File: config.mk
export PLATFORM = sky130hd
export DESIGN_NAME = dtwi_top
export DESIGN_NICKNAME = d
export VERILOG_FILES = /design/src/hw/dtwi_pkg.sv /design/src/hw/dtwi_top.sv
export SDC_FILE = /design/constraint.sdc
export NUM_CORES = 1
export LEC_CHECK = 0
export BUFFER_PORTS_ARGS = -buffer_cell sky130_fd_sc_hd__buf_2
export CAP_MARGIN = 10
export CORE_ASPECT_RATIO = 2
export CORE_MARGIN = 3
export CORE_UTILIZATION = 40
export DETAILED_ROUTE_END_ITERATION = 10
export GPL_TIMING_DRIVEN = 0
export SLEW_MARGIN = 20
export SYNTH_ARGS = -nofsm -noshare
export SYNTH_HDL_FRONTEND = slang
export SYNTH_SLANG_ARGS = --single-unit
File: constraint.sdc
create_clock -name CLK -period 2.3 [get_ports CLK]
set_clock_uncertainty 0.2 [all_clocks]
set_input_delay 0.23 -clock CLK [delete_from_list [all_inputs] [get_ports CLK]]
set_output_delay 0.23 -clock CLK [all_outputs]
set_load 0.01 [all_outputs]
File: src/hw/dtwi_pkg.sv
// package: register map, field positions and timing constants of the dual timer block
package dtwi_pkg;
	// word indices of the nibble registers (byte address = 4 * index)
	localparam logic [7:0] IDX_IRQ_ENABLE = 8'h00;
	localparam logic [7:0] IDX_IRQ_REQUEST = 8'h01;
	localparam logic [7:0] IDX_T0_MODE = 8'h02;
	localparam logic [7:0] IDX_T1_CONTROL = 8'h03;
	localparam logic [7:0] IDX_AUX_ENABLE = 8'h0a;
	localparam logic [7:0] IDX_AUX_REQUEST = 8'h0b;
	localparam logic [7:0] IDX_PIN_FUNC = 8'h15;
	localparam logic [7:0] IDX_T0_LOW = 8'h24;
	localparam logic [7:0] IDX_T0_HIGH = 8'h25;
	localparam logic [7:0] IDX_T1_LOW = 8'h26;
	localparam logic [7:0] IDX_T1_HIGH = 8'h27;
	localparam logic [7:0] IDX_VECTOR = 8'h28;
	localparam logic [7:0] IDX_ACK = 8'h29;
	// field positions
	localparam int BIT_ADC = 3;
	localparam int BIT_T0 = 2;
	localparam int BIT_T1 = 1;
	localparam int BIT_GROUP = 0;
	localparam int BIT_AUX_PORT = 2;
	localparam int BIT_AUX_CMP = 3;
	localparam int BIT_EDGE_SEL = 3;
	localparam int BIT_T1_RUN = 3;
	localparam logic [1:0] PIN5_EVENT = 2'b10;
	localparam logic [2:0] PRESC_UNDIV = 3'h7;
	localparam logic [3:0] RESET_NIB = 4'h0;
	localparam logic [7:0] RESET_BYTE = 8'h00;
	localparam logic [7:0] COUNT_MAX = 8'hff;
	// system clock is the oscillator divided by four
	localparam int OSC_PER_SYS = 4;
	// instruction delay before service once an enabled request is pending
	localparam logic [1:0] SERVICE_DELAY = 2'h2;
	localparam logic [2:0] VEC_NONE = 3'h0;
	localparam logic [2:0] VEC_ADC = 3'h1;
	localparam logic [2:0] VEC_T0 = 3'h2;
	localparam logic [2:0] VEC_T1 = 3'h3;
	localparam logic [2:0] VEC_GROUP = 3'h4;

	typedef struct packed {
		logic [3:0] reload_low;
		logic [7:0] reload;
		logic [7:0] count;
		logic [10:0] presc;
		logic [2:0] sel;
		logic flag;
	} dtwi_timer_t;

	typedef struct packed {
		dtwi_timer_t t0;
		dtwi_timer_t t1;
		logic edge_sel;
		logic t1_run;
		logic [1:0] pin5_func;
		logic [3:0] ie;
		logic [3:0] irq;
		logic [3:0] aux_ie;
		logic [3:0] aux_irq;
		logic [3:0] count_hold;
		logic ev_s1;
		logic ev_s2;
		logic ev_s3;
		logic cmp_prev;
		logic [3:0] port_prev;
		logic [1:0] wait_cnt;
		logic armed;
		logic [2:0] vector;
		logic take;
		logic dph;
		logic dp_write;
		logic [7:0] dp_idx;
		logic [31:0] rdata;
	} dtwi_state_t;
endpackage : dtwi_pkg

File: src/hw/dtwi_top.sv
// dual 8-bit auto-reload timers with interrupt flag and vector logic, AHB-Lite slave
// Summary of operation
// - two 8-bit reloads and counters in nibbles
// - reload on high write and on wrap
// - low nibble held, committed on high write
// - 3-bit prescaler select, 2^11 down to 2^0
// - timer1 system clock, timer0 clock or pin
// - event pin synchronised once per cycle
// - edge select bit3: 0 rise, 1 fall
// - timer1 counts when run or select 111
// - run bit command write, status read, stopped
// - wrap sets that timer's request flag
// - main flags: adc3 t0 2 t1 1 group0
// - reset clears all enables and requests
// - request and enable give vector service
// - entering service clears every main enable flag
// - service two instructions after enabling, cancellable
// - adc done sets flag; enabled adc, t0, t1 requests wake
// - digital input falling edge sets port flag
// - port and group enables set group flag
// - comparator change sets flag, maybe group
// - aux registers: port bit2, comparator bit3
// - system clock is oscillator over four
`timescale 1ns/1ps
module dtwi_top
	import dtwi_pkg::*;
(
	input wire logic CLK,
	input wire logic RSTN,
	input wire logic HSEL,
	input wire logic [31:0] HADDR,
	input wire logic [1:0] HTRANS,
	input wire logic HWRITE,
	input wire logic [2:0] HSIZE,
	input wire logic [2:0] HBURST,
	input wire logic [3:0] HPROT,
	input wire logic HMASTLOCK,
	input wire logic HREADY,
	input wire logic [31:0] HWDATA,
	output logic [31:0] HRDATA,
	output logic HREADYOUT,
	output logic HRESP,
	input wire logic EXT_EVENT_INPUT,
	input wire logic ADC_DONE,
	input wire logic CMP_OUT,
	input wire logic [3:0] PORT_IN,
	input wire logic [3:0] PORT_DIGITAL,
	input wire logic INSTR_DONE,
	output logic IRQ_TAKE,
	output logic [2:0] IRQ_VECTOR,
	output logic WAKE
);
	dtwi_state_t s;
	dtwi_state_t next_s;

	// prescaler tap: 1 on the clock where the divided tick fires
	function automatic logic presc_tick(input logic [10:0] cnt, input logic [2:0] sel);
		logic [10:0] mask;
		mask = 11'h000;
		case (sel)
			3'h0: mask = 11'h7ff;
			3'h1: mask = 11'h1ff;
			3'h2: mask = 11'h07f;
			3'h3: mask = 11'h01f;
			3'h4: mask = 11'h007;
			3'h5: mask = 11'h003;
			3'h6: mask = 11'h001;
			default: mask = 11'h000;
		endcase
		return (cnt & mask) == mask;
	endfunction : presc_tick

	// one timer step: prescaler, count, wrap reload
	function automatic dtwi_timer_t timer_step(input dtwi_timer_t t, input logic inc);
		dtwi_timer_t r;
		r = t;
		if (inc) begin
			r.presc = t.presc + 11'h001;
			if (presc_tick(t.presc, t.sel)) begin
				r.presc = 11'h000;
				if (t.count == COUNT_MAX) begin
					r.count = t.reload;
					r.flag = 1'b1;
				end else begin
					r.count = t.count + 8'h01;
				end
			end
		end
		return r;
	endfunction : timer_step

	logic ap_valid;
	logic ev_tick;
	logic ev_rise;
	logic ev_fall;
	logic [3:0] wdat;
	logic [3:0] pend;
	logic [3:0] port_fall;
	logic cmp_chg;
	logic t0_inc;
	logic t1_inc;

	assign ap_valid = HSEL && HREADY && HTRANS[1];
	assign wdat = HWDATA[3:0];
	assign HREADYOUT = 1'b1;
	assign HRESP = 1'b0;
	assign HRDATA = s.rdata;
	assign IRQ_TAKE = s.take;
	assign IRQ_VECTOR = s.vector;
	assign pend = s.irq & s.ie;
	assign WAKE = pend[BIT_ADC] | pend[BIT_T0] | pend[BIT_T1];

	always_comb begin
		next_s = s;
		next_s.take = 1'b0;
		// ev_s1 feeds only ev_s2; edges come from later stages
		next_s.ev_s1 = EXT_EVENT_INPUT;
		next_s.ev_s2 = s.ev_s1;
		next_s.ev_s3 = s.ev_s2;
		ev_rise = s.ev_s2 & ~s.ev_s3;
		ev_fall = ~s.ev_s2 & s.ev_s3;
		ev_tick = s.edge_sel ? ev_fall : ev_rise;
		// timer0 source from the pin function select
		t0_inc = (s.pin5_func == PIN5_EVENT) ? ev_tick : 1'b1;
		t1_inc = s.t1_run | (s.t1.sel == PRESC_UNDIV);
		next_s.t0 = timer_step(s.t0, t0_inc);
		next_s.t1 = timer_step(s.t1, t1_inc);

		port_fall = s.port_prev & ~PORT_IN & PORT_DIGITAL;
		next_s.port_prev = PORT_IN;
		cmp_chg = CMP_OUT ^ s.cmp_prev;
		next_s.cmp_prev = CMP_OUT;

		// software accesses: clear by writing zero, set events win
		if (s.dp_write) begin
			if (s.dp_idx == IDX_IRQ_ENABLE) begin
				next_s.ie = wdat;
			end else if (s.dp_idx == IDX_IRQ_REQUEST) begin
				next_s.irq = s.irq & wdat;
			end else if (s.dp_idx == IDX_T0_MODE) begin
				next_s.edge_sel = wdat[BIT_EDGE_SEL];
				next_s.t0.sel = wdat[2:0];
			end else if (s.dp_idx == IDX_T1_CONTROL) begin
				next_s.t1_run = wdat[BIT_T1_RUN];
				next_s.t1.sel = wdat[2:0];
			end else if (s.dp_idx == IDX_AUX_ENABLE) begin
				next_s.aux_ie = {wdat[3:2], 2'b00};
			end else if (s.dp_idx == IDX_AUX_REQUEST) begin
				next_s.aux_irq = s.aux_irq & {wdat[3:2], 2'b00};
			end else if (s.dp_idx == IDX_PIN_FUNC) begin
				next_s.pin5_func = wdat[3:2];
			end else if (s.dp_idx == IDX_T0_LOW) begin
				next_s.t0.reload_low = wdat;
			end else if (s.dp_idx == IDX_T0_HIGH) begin
				next_s.t0.reload = {wdat, s.t0.reload_low};
				next_s.t0.count = {wdat, s.t0.reload_low};
				next_s.t0.presc = 11'h000;
			end else if (s.dp_idx == IDX_T1_LOW) begin
				next_s.t1.reload_low = wdat;
			end else if (s.dp_idx == IDX_T1_HIGH) begin
				next_s.t1.reload = {wdat, s.t1.reload_low};
				next_s.t1.count = {wdat, s.t1.reload_low};
				next_s.t1.presc = 11'h000;
			end
		end

		// flag-setting events after the clears so a set wins
		if (next_s.t0.flag) begin
			next_s.irq[BIT_T0] = 1'b1;
		end
		if (next_s.t1.flag) begin
			next_s.irq[BIT_T1] = 1'b1;
		end
		next_s.t0.flag = 1'b0;
		next_s.t1.flag = 1'b0;
		if (ADC_DONE) begin
			next_s.irq[BIT_ADC] = 1'b1;
		end
		if (|port_fall) begin
			next_s.aux_irq[BIT_AUX_PORT] = 1'b1;
			if (s.aux_ie[BIT_AUX_PORT] && s.ie[BIT_GROUP]) begin
				next_s.irq[BIT_GROUP] = 1'b1;
			end
		end
		if (cmp_chg) begin
			next_s.aux_irq[BIT_AUX_CMP] = 1'b1;
			if (s.aux_ie[BIT_AUX_CMP] && s.ie[BIT_GROUP]) begin
				next_s.irq[BIT_GROUP] = 1'b1;
			end
		end

		// service delay: two retired instructions, cancelled if pending drops
		if (!(|(next_s.irq & next_s.ie))) begin
			next_s.armed = 1'b0;
			next_s.wait_cnt = 2'h0;
		end else if (!s.armed) begin
			next_s.armed = 1'b1;
			next_s.wait_cnt = 2'h0;
		end else if (INSTR_DONE) begin
			if (s.wait_cnt == SERVICE_DELAY - 2'h1) begin
				next_s.take = 1'b1;
				next_s.ie = 4'h0;
				next_s.armed = 1'b0;
				next_s.wait_cnt = 2'h0;
				if (pend[BIT_ADC]) begin
					next_s.vector = VEC_ADC;
				end else if (pend[BIT_T0]) begin
					next_s.vector = VEC_T0;
				end else if (pend[BIT_T1]) begin
					next_s.vector = VEC_T1;
				end else begin
					next_s.vector = VEC_GROUP;
				end
			end else begin
				next_s.wait_cnt = s.wait_cnt + 2'h1;
			end
		end

		// bus address phase, read data prepared for the data phase
		next_s.dp_write = ap_valid && HWRITE;
		next_s.dp_idx = HADDR[9:2];
		if (ap_valid && !HWRITE) begin
			next_s.rdata = 32'h0000_0000;
			if (HADDR[31:10] != 22'h000000) begin
				next_s.rdata = 32'h0000_0000;
			end else if (HADDR[9:2] == IDX_IRQ_ENABLE) begin
				next_s.rdata[3:0] = s.ie;
			end else if (HADDR[9:2] == IDX_IRQ_REQUEST) begin
				next_s.rdata[3:0] = s.irq;
			end else if (HADDR[9:2] == IDX_T0_MODE) begin
				next_s.rdata[3:0] = {s.edge_sel, s.t0.sel};
			end else if (HADDR[9:2] == IDX_T1_CONTROL) begin
				next_s.rdata[3:0] = {s.t1_run, s.t1.sel};
			end else if (HADDR[9:2] == IDX_AUX_ENABLE) begin
				next_s.rdata[3:0] = s.aux_ie;
			end else if (HADDR[9:2] == IDX_AUX_REQUEST) begin
				next_s.rdata[3:0] = s.aux_irq;
			end else if (HADDR[9:2] == IDX_PIN_FUNC) begin
				next_s.rdata[3:0] = {s.pin5_func, 2'b00};
			end else if (HADDR[9:2] == IDX_T0_HIGH) begin
				next_s.rdata[3:0] = s.t0.count[7:4];
				next_s.count_hold = s.t0.count[3:0];
			end else if (HADDR[9:2] == IDX_T0_LOW) begin
				next_s.rdata[3:0] = s.count_hold;
			end else if (HADDR[9:2] == IDX_T1_HIGH) begin
				next_s.rdata[3:0] = s.t1.count[7:4];
				next_s.count_hold = s.t1.count[3:0];
			end else if (HADDR[9:2] == IDX_T1_LOW) begin
				next_s.rdata[3:0] = s.count_hold;
			end else if (HADDR[9:2] == IDX_VECTOR) begin
				next_s.rdata[2:0] = s.vector;
			end
		end
	end

	// CLK is the system clock, the oscillator over four
	always_ff @(posedge CLK or negedge RSTN) begin
		if (!RSTN) begin
			s <= '0;
		end else begin
			s <= next_s;
		end
	end
endmodule : dtwi_top

==> run summary, run 1 <==
The final routed DRC violation total came out at 0. The worst slack at placement is -584 ps. The filler cell count came out at between 1000 and 1500. The utilization after layout is 54.6%.

At the end of routability-driven placement, the weighted congestion stood at 0.869. The tightest min-delay check is of the in -> reg type. The transition time at the pin with the least slew margin came out at roughly 800 ps.

The critical path required time is 2400 ps. The first global-routing pass estimated between 20000 and 30000 µm of wire. The startpoint identified for the worst hold timing path is HWRITE. The maximum fanout count along the critical path came out at 9. The worst path arrival time came out at 2520 ps.

Dividing the synthesized area by the synthesized cell count gives 9.61 µm². The height of the die is 181 µm. Dividing total power by cell area gives a power density of about 860 nW/µm².

The post-CTS clock slew at the launch and capture registers of the worst setup and hold paths came out at about 60 ps. The end of the worst register-to-register path is IRQ_VECTOR[0]$_DFFE_PN0P_. The number of CTS-inserted buffers came out at 17. The number of unique standard cell types used by synthesis came out at 70.

The longest individual stage delay on the worst path came out at 410 ps. The kind of critical path is reg -> reg. The final reports fail on negative setup slack. The initial cell density of the core is 40.9%.

The type of destination of the critical path is a flip-flop. The storage element area is 2910 µm². Summing over every cut layer, the via total after detailed routing is 5253. The gate count after technology mapping came out at 634. The leakage component of the power came out at 3.86 nW. After floorplanning, the core was sized to cover 14900 µm².

The total count of hold-check failures in the final report is 0. The worst setup path is launched from a flip-flop. The number of buffers on the longest clock path is 2. The number of enable flip-flop cells after synthesis came out at 0. The width of the die is roughly 93 µm. The total congestion overflow after global routing came out at 0.

The sequential element share of the synthesized area came out at 47.6%. The area used by multi-input combinational logic is 3090 µm². The cell area after technology mapping came out at 6090 µm². The portion of the clock cycle consumed by the worst path in the final layout is 105%. The largest net degree at the start of global routing came out at 69.

The number of inserted diodes came out at 0. ~130 I/O pins were placed. The number of cell rows is between 60 and 70.

Dividing the detail-routed via count by the number of cells gives 5.22. Yosys attributes the largest share of cell area to dfrtp_1 (48%), nand2_1 (6.2%), buf_4 (4.7%), mux2_2 (4.6%), nor2_1 (3.6%). The library cell used most frequently in the layout, excluding fill and tap cells, is dfrtp_1. The time the final worst path needs with I/O delays and setup came out at around 2400 ps. The register-to-register setup slack came out at -120 ps.

At the end of the flow, the number of nets in the layout was 897. The routed metal-1 wirelength is roughly 6100 µm. The number of global-route vias before repair is approximately 5400. The maximum level of the CTS H-tree is 4.

The count of buffers from port buffering came out at 58. The die covers 16800 µm². The number of warnings printed during yosys synthesis is 0. In this run the top signal layer used is met4. The aggregate global-route resource usage is 20.9%. The count of buffer and inverter cells on the critical path is 2.

Summed over all nets, the half-perimeter wirelength after detailed placement is ~12000 µm. The pre-antenna-repair detailed-routing pass consisted of 5 iterations. The kind of cell with the highest combined delay along the critical path is compound AO/OA/AOI/OAI gates.

The detailed router finished its first iteration with 335 violations. The instance area after placement is 6770 µm². The post-route netlist has 30.7% of its cells at a drive strength greater than 1. The total power consumption of the routed design came out at 6.99 mW. The critical path goes through ha_1 > nand4_1 > nor2b_1 > clkbuf_4 > a21bo_1 > and2b_1 > o31a_1 > buf_6 > mux2_4. The final-report max-slew violation count is 0. The number of cell instances on the worst register-to-register path is 9.

The worst setup margin came out at -121 ps. For this run, the top clock speed supported by timing is roughly 410 MHz. The clock sink count is approximately 120. The routed design uses 9740 µm of met2 wire. The library cells used most frequently in the layout, excluding fill and tap cells, are dfrtp_1 (107), nand2_1 (101), buf_4 (72), buf_2 (58), nor2_1 (54). The proportion of netlist area held by the largest area contributor is a little under half. In this run the critical register-to-register path is launched from s[132]$_DFF_PN0_. The predominant post-synthesis flop cell is dfrtp_1. In this run, synthesis produced a sequential element count of 116.

The final wirelength came out at 16900 µm. The largest voltage drop on the vdd net came out at 0.475 mV. The run finished, with violations left.

The cell taking the most area after synthesis is dfrtp_1. The synthesis-to-finish area growth came out at 33.5%. The count of nets left with antenna violations once routing finished came out at 0.

TritonCTS built the clock tree. The average wire per cell in the routed design came out at 16.8 µm. The clock latency of the later-clocked register in the worst-skew pair came out at 420 ps. The number of antenna violations at the first check in global routing came out at 0.

Setup repair after global routing could not meet its margin everywhere. The total length of routed met3 wires came out at 614 µm. Counting instances, the worst hold path has a depth of 4. The number of violations of the max-capacitance limit is 0. The sum of negative setup slack came out at -357 ps. The final setup violation count is 5.

The root buffer cell chosen for the clock tree is clkbuf_16. The max-slew headroom at the worst pin came out at 46.1%. The largest individual stage delay along the critical path comes from the cell dfrtp_1. The final non-filler cell area came out at 8140 µm².

The path with the worst hold slack has its endpoint at HRDATA[3]$_DFFE_PN0P_. The share of flip-flops with an asynchronous set or reset is 100%.
[stage by stage]
step	instances	hold slack, ps
global placement	915	133
CTS	988	37.4
finish	1007	39.3
global route	1007	113
detailed placement	916	2.48
floorplan	662	-266
[logic make-up (layout without fill, tap and decap cells)]
group / Yosys count / in the layout / share of synthesized area (%)
buf+inv: 69 / 219 / 6.73
simple gates: 266 / 266 / 21.4
fa+ha+maj: 4 / 4 / 0.821
flops: 116 / 116 / 47.6
xor+xnor: 20 / 20 / 2.87
compound gates: 112 / 112 / 12.3
mux: 45 / 45 / 8.07
other cells: 2 / 30 / 0.123
[worst max-delay path by stage]
stage,from,end,slack [ps],cells past startpoint
2_1_floorplan,s[80]$_DFFE_PN0P_,IRQ_VECTOR[0]$_DFFE_PN0P_,-40,8
3_3_place_gp,RSTN,s[36]$_DFF_PN0_,-620,1
3_5_place_dp,s[97]$_DFF_PN0_,IRQ_VECTOR[1]$_DFFE_PN0P_,-580,8
4_1_cts,s[84]$_DFFE_PN0P_,IRQ_VECTOR[0]$_DFFE_PN0P_,-160,8
5_1_grt,s[37]$_DFF_PN0_,IRQ_VECTOR[0]$_DFFE_PN0P_,-170,8
6_report,s[132]$_DFF_PN0_,IRQ_VECTOR[0]$_DFFE_PN0P_,-120,9
[power by group]
part           switching, mW  internal (mW)
clock network          0.991           1.74
registers              0.366           2.33
logic                  0.781          0.785
[state kept, by name, indices dropped and copies added, names as in the netlist]
register,cells
s,106
HRDATA,4
IRQ_VECTOR,3
next_s,2
IRQ_TAKE,1
[per-layer routing]
metal	track usage (%)	vias up
li1	-	2508
met1	22.6	2573
met2	38.9	142
met3	3.76	30
met4	8.51	0
met5	0	-
[repair_timing]
item | 4_1_cts | 5_1_grt
buffers inserted | 19 | 21
hold buffers | 22 | 0
pin swaps | 15 | 15
setup endpoints to repair | 56 | 49
resized for setup | 46 | 31
endpoints found under the hold margin | 79 | 0
[Yosys cell counts, drive strengths merged (4+ instances only)]
master and count:
a21oi 22, a31oi 9, a41oi 4, and2 6
and3 15, buf 40, clkbuf 18, dfrtp 116
ha 4, inv 11, mux2 27, mux2i 18
nand2 101, nand2b 5, nand3 26, nand4 9
nor2 59, nor2b 6, nor3 10, nor3b 4
nor4 7, o21ai 30, o22ai 9, or3 4
xnor2 5, xor2 15
[worst reg2reg max path, cell delays in order, from the launching register on]
cell      delay [ps]
dfrtp_1          410
ha_1             230
nand4_1          140
nor2b_1           60
clkbuf_4         200
a21bo_1          210
and2b_1          180
o31a_1           250
buf_6            130
mux2_4           290
[final cells by class]
type | count | share of cell area [%]
buffer | 56 | 4.61
timing repair buffer | 120 | 10.6
sequential | 116 | 35.8
multi-input combinational | 477 | 37.9
tap | 195 | 3.00
inverter | 11 | 0.508
clock buffer | 18 | 5.40
clock inverter | 14 | 2.17
Power figures use the tool's default switching activity.
==> run 2: changes to the inputs <==
--- a/config.mk
+++ b/config.mk
@@ -12,6 +12,7 @@
 export CORE_UTILIZATION = 40
 export DETAILED_ROUTE_END_ITERATION = 10
 export GPL_TIMING_DRIVEN = 0
+export RECOVER_POWER = 50
 export SLEW_MARGIN = 20
 export SYNTH_ARGS = -nofsm -noshare
 export SYNTH_HDL_FRONTEND = slang
==> run 2 against run 1 <==
- the run still ends with negative setup slack left
- non-clock buffer count unchanged
- final cell count unchanged
- critical endpoint unchanged
- global-route usage unchanged
- via count up 1.2%
- clock power is essentially flat
- worst setup slack lost 7.3 ps
- power barely moved
- die area unchanged
- register-to-register slack hardly changed
- combinational power hardly changed
- first-iteration DRC count is 3.3% higher
- critical path type unchanged
==> run summary, run 2 (same netlist as run 1, synthesis figures left out) <==
The run finished, with violations left. The checks that failed: negative setup slack. The transition time at the pin with the least slew margin is 1230 ps (+432 ps). The startpoint of the lowest-slack hold path is HWRITE. The clock network power share is 39.2% (about the same). The placed wire-length estimate is 12100 µm (unchanged). TritonCTS built the clock tree. The number of global-route vias before repair is 5374 (unchanged).

The final hold slack is 33.5 ps (-5.85 ps). Leaving out fill and tap cells, the most frequent cells in the layout are dfrtp_1 (107), nand2_1 (101), buf_4 (72), nor2_1 (54), buf_2 (45). The DRC marker count from the first detailed-route iteration came out at 346 (+3.3%). The final wirelength was 17000 µm (+0.36%).

The number of cell instances on the worst register-to-register path was 9 (unchanged). The relative contribution of combinational cells to total power was 22.3% (about the same). The final-report max-slew violation count is 0 (unchanged). The register share of total power came out at 38.5% (about the same).

The final RePlAce weighted congestion came out at 0.869 (unchanged). The critical path goes through ha_1 > nand4_1 > nor2b_1 > clkbuf_4 > a21bo_1 > and2b_1 > o31a_1 > buf_6 > mux2_4. The leakage component of the power came out at 3.81 nW (-1.1%). The height of the die is 181 µm (unchanged).

The net count of the finished layout came out at 897 (unchanged). The synthesis-to-finish area growth is 32.9%. The clock tree root buffer cell is clkbuf_16. The detail-routed via count per cell came to 5.28 (+1.2%).

The maximum fanout count along the critical path is 9 (unchanged). The average wire per cell in the routed design came out at 16.9 µm (+0.36%). The count of buffer and inverter cells on the critical path came out at 2 (unchanged).

The longest individual stage delay on the worst path was 410 ps (about the same). The initial cell density of the core is 40.9% (unchanged). The width of the die came out at 93.3 µm (unchanged). The die footprint came out at 16800 µm² (unchanged). The type of the most critical hold path is in -> reg. The clock latency of the later-clocked register in the worst-skew pair came out at 420 ps (about the same). The count of buffers from port buffering was 58 (unchanged).

The kind of cell with the highest combined delay on the critical path is compound AO/OA/AOI/OAI gates. The filler cell count is 1305 (+0.46%). The critical path required time is 2400 ps (about the same). The number of stages on the worst hold path came out at 4 (unchanged). In this run the critical register-to-register path is captured at IRQ_VECTOR[0]$_DFFE_PN0P_. The portion of the clock cycle consumed by the worst path in the final layout came out at 106% (+0.32 points). The flip-flop count of the largest register after layout came to 106 (unchanged). The area used by multi-input combinational logic is 3090 µm² (unchanged). The register-to-register setup slack is -130 ps (about the same). The instance area after placement came out at 6770 µm² (unchanged).

The final setup violation count came out at 6 (+1). The number of inserted diodes came to 0 (unchanged). The startpoint type of the worst setup path is a flip-flop. The post-CTS clock slew at the launch and capture registers of the worst setup and hold paths is 60 ps (about the same).

The final non-filler cell area is 8100 µm² (-0.46%). The maximum clock frequency was 412 MHz (-0.30%). For hold timing, the worst endpoint is HRDATA[3]$_DFFE_PN0P_. The largest voltage drop on the vdd net is 0.483 mV (+1.5%).

Among all stages on the critical path, the largest delay is contributed by dfrtp_1. The number of antenna violations at the first check in global routing is 0 (unchanged). The register with the most flip-flops in the final layout is s. The number of CTS-inserted buffers came out at 17 (unchanged).

The time the final worst path needs with I/O delays and setup is 2430 ps (+7.28 ps). Setup repair after global routing could not meet its margin everywhere. The total vias in the final route came out at 5314 (+1.2%). The clock sink count is 116 (unchanged). The worst setup path is captured at a flip-flop. In this run the critical register-to-register path is launched from s[132]$_DFF_PN0_. The aggregate global-route resource usage is 20.9% (unchanged). The storage element area came out at 2910 µm² (unchanged). The wire length of the first global-routing pass came out at 27300 µm (unchanged). The fraction of final layout cells with drive strength greater than 1 is 29.2% (-1.5 points). The switching power as a share of total power came out at 30.7% (+0.13 points).

The total internal power is 4.84 mW (-0.17%). The worst setup margin is -128 ps (-7.28 ps). The power density over cell area came out at 863 nW/µm² (+0.49%). The net switching component of the power came to 2.15 mW (+0.46%). The first-pass iteration count of the detailed router came out at 7 (+2). The sum of negative setup slack came out at -384 ps (-27.0 ps). The worst path arrival time came out at 2530 ps (about the same). The total count of hold-check failures in the final report came out at 0 (unchanged). The largest net degree at the start of global routing was 69 (unchanged). The number of cell rows is 63 (unchanged). The library cell used most frequently in the layout, excluding fill and tap cells, is dfrtp_1.

The kind of critical path is reg -> reg. The total congestion overflow after global routing came out at 0 (unchanged). The max-slew headroom at the worst pin was 17.8% (-28 points).

The number of buffers on the longest clock path is 2 (unchanged). The maximum level of the CTS H-tree is 4 (unchanged). The placeable core region is 14900 µm² (unchanged). The final routed DRC violation total came out at 0 (unchanged).

The number of top-level pins came out at 133 (unchanged). The number of violations of the max-capacitance limit came out at 0 (unchanged). The remaining antenna violation count came out at 0 (unchanged).
[run 2: worst max path at each step]
stage                                 start                   endpoint  slack [ps]  depth (start not counted)
after floorplan           s[80]$_DFFE_PN0P_  IRQ_VECTOR[0]$_DFFE_PN0P_         -40                          8
after global placement                 RSTN            s[36]$_DFF_PN0_        -620                          1
after detailed placement    s[97]$_DFF_PN0_  IRQ_VECTOR[1]$_DFFE_PN0P_        -580                          8
after CTS                 s[84]$_DFFE_PN0P_  IRQ_VECTOR[0]$_DFFE_PN0P_        -160                          8
after global routing        s[37]$_DFF_PN0_  IRQ_VECTOR[0]$_DFFE_PN0P_        -170                          8
final                      s[132]$_DFF_PN0_  IRQ_VECTOR[0]$_DFFE_PN0P_        -130                          9
[run 2: worst reg2reg max path: stages, from the launching register on]
cell and delay (ps):
dfrtp_1 410, ha_1 240, nand4_1 140, nor2b_1 60
clkbuf_4 200, a21bo_1 210, and2b_1 180, o31a_1 250
buf_6 130, mux2_4 290
[run 2: metrics by stage]
stage	setup WS, ps	util [%]	std cells	power (mW)
after detailed placement	-584	45.4	916	3.96
after global routing	-168	54.4	1007	7.34
after CTS	-156	52.9	988	6.85
after global placement	-622	45.2	915	3.91
after floorplan	-38.7	-	662	3.52
final	-128	54.4	1007	6.99
[run 2: layout make-up]
cell class                 count  area share, %
sequential                   116           36.0
clock buffer                  18           5.42
buffer                        56           4.64
tap                          195           3.01
inverter                      11          0.510
timing repair buffer         120           10.2
clock inverter                14           2.18
multi-input combinational    477           38.1
[run 2: power by group through the flow]
stage	logic, mW	clock network, mW	registers [mW]
4_1_cts	1.40	2.77	2.68
3_5_place_dp	1.25	0	2.71
5_1_grt	1.73	2.88	2.73
6_report	1.56	2.74	2.69
3_3_place_gp	1.21	0	2.69
2_1_floorplan	0.933	0	2.59
[run 2: layer usage]
layer	wire length, µm	track usage, %
met5	0	0
met4	400	8.51
met3	742	3.76
met2	9780	38.9
met1	6060	22.6
[run 2: timing repair]
action,4_1_cts,5_1_grt
setup endpoints to repair,56,49
resized for setup,46,31
setup buffers,19,21
hold buffers,22,0
cloned,0,0
pin swaps,15,15
endpoints found under the hold margin,79,0
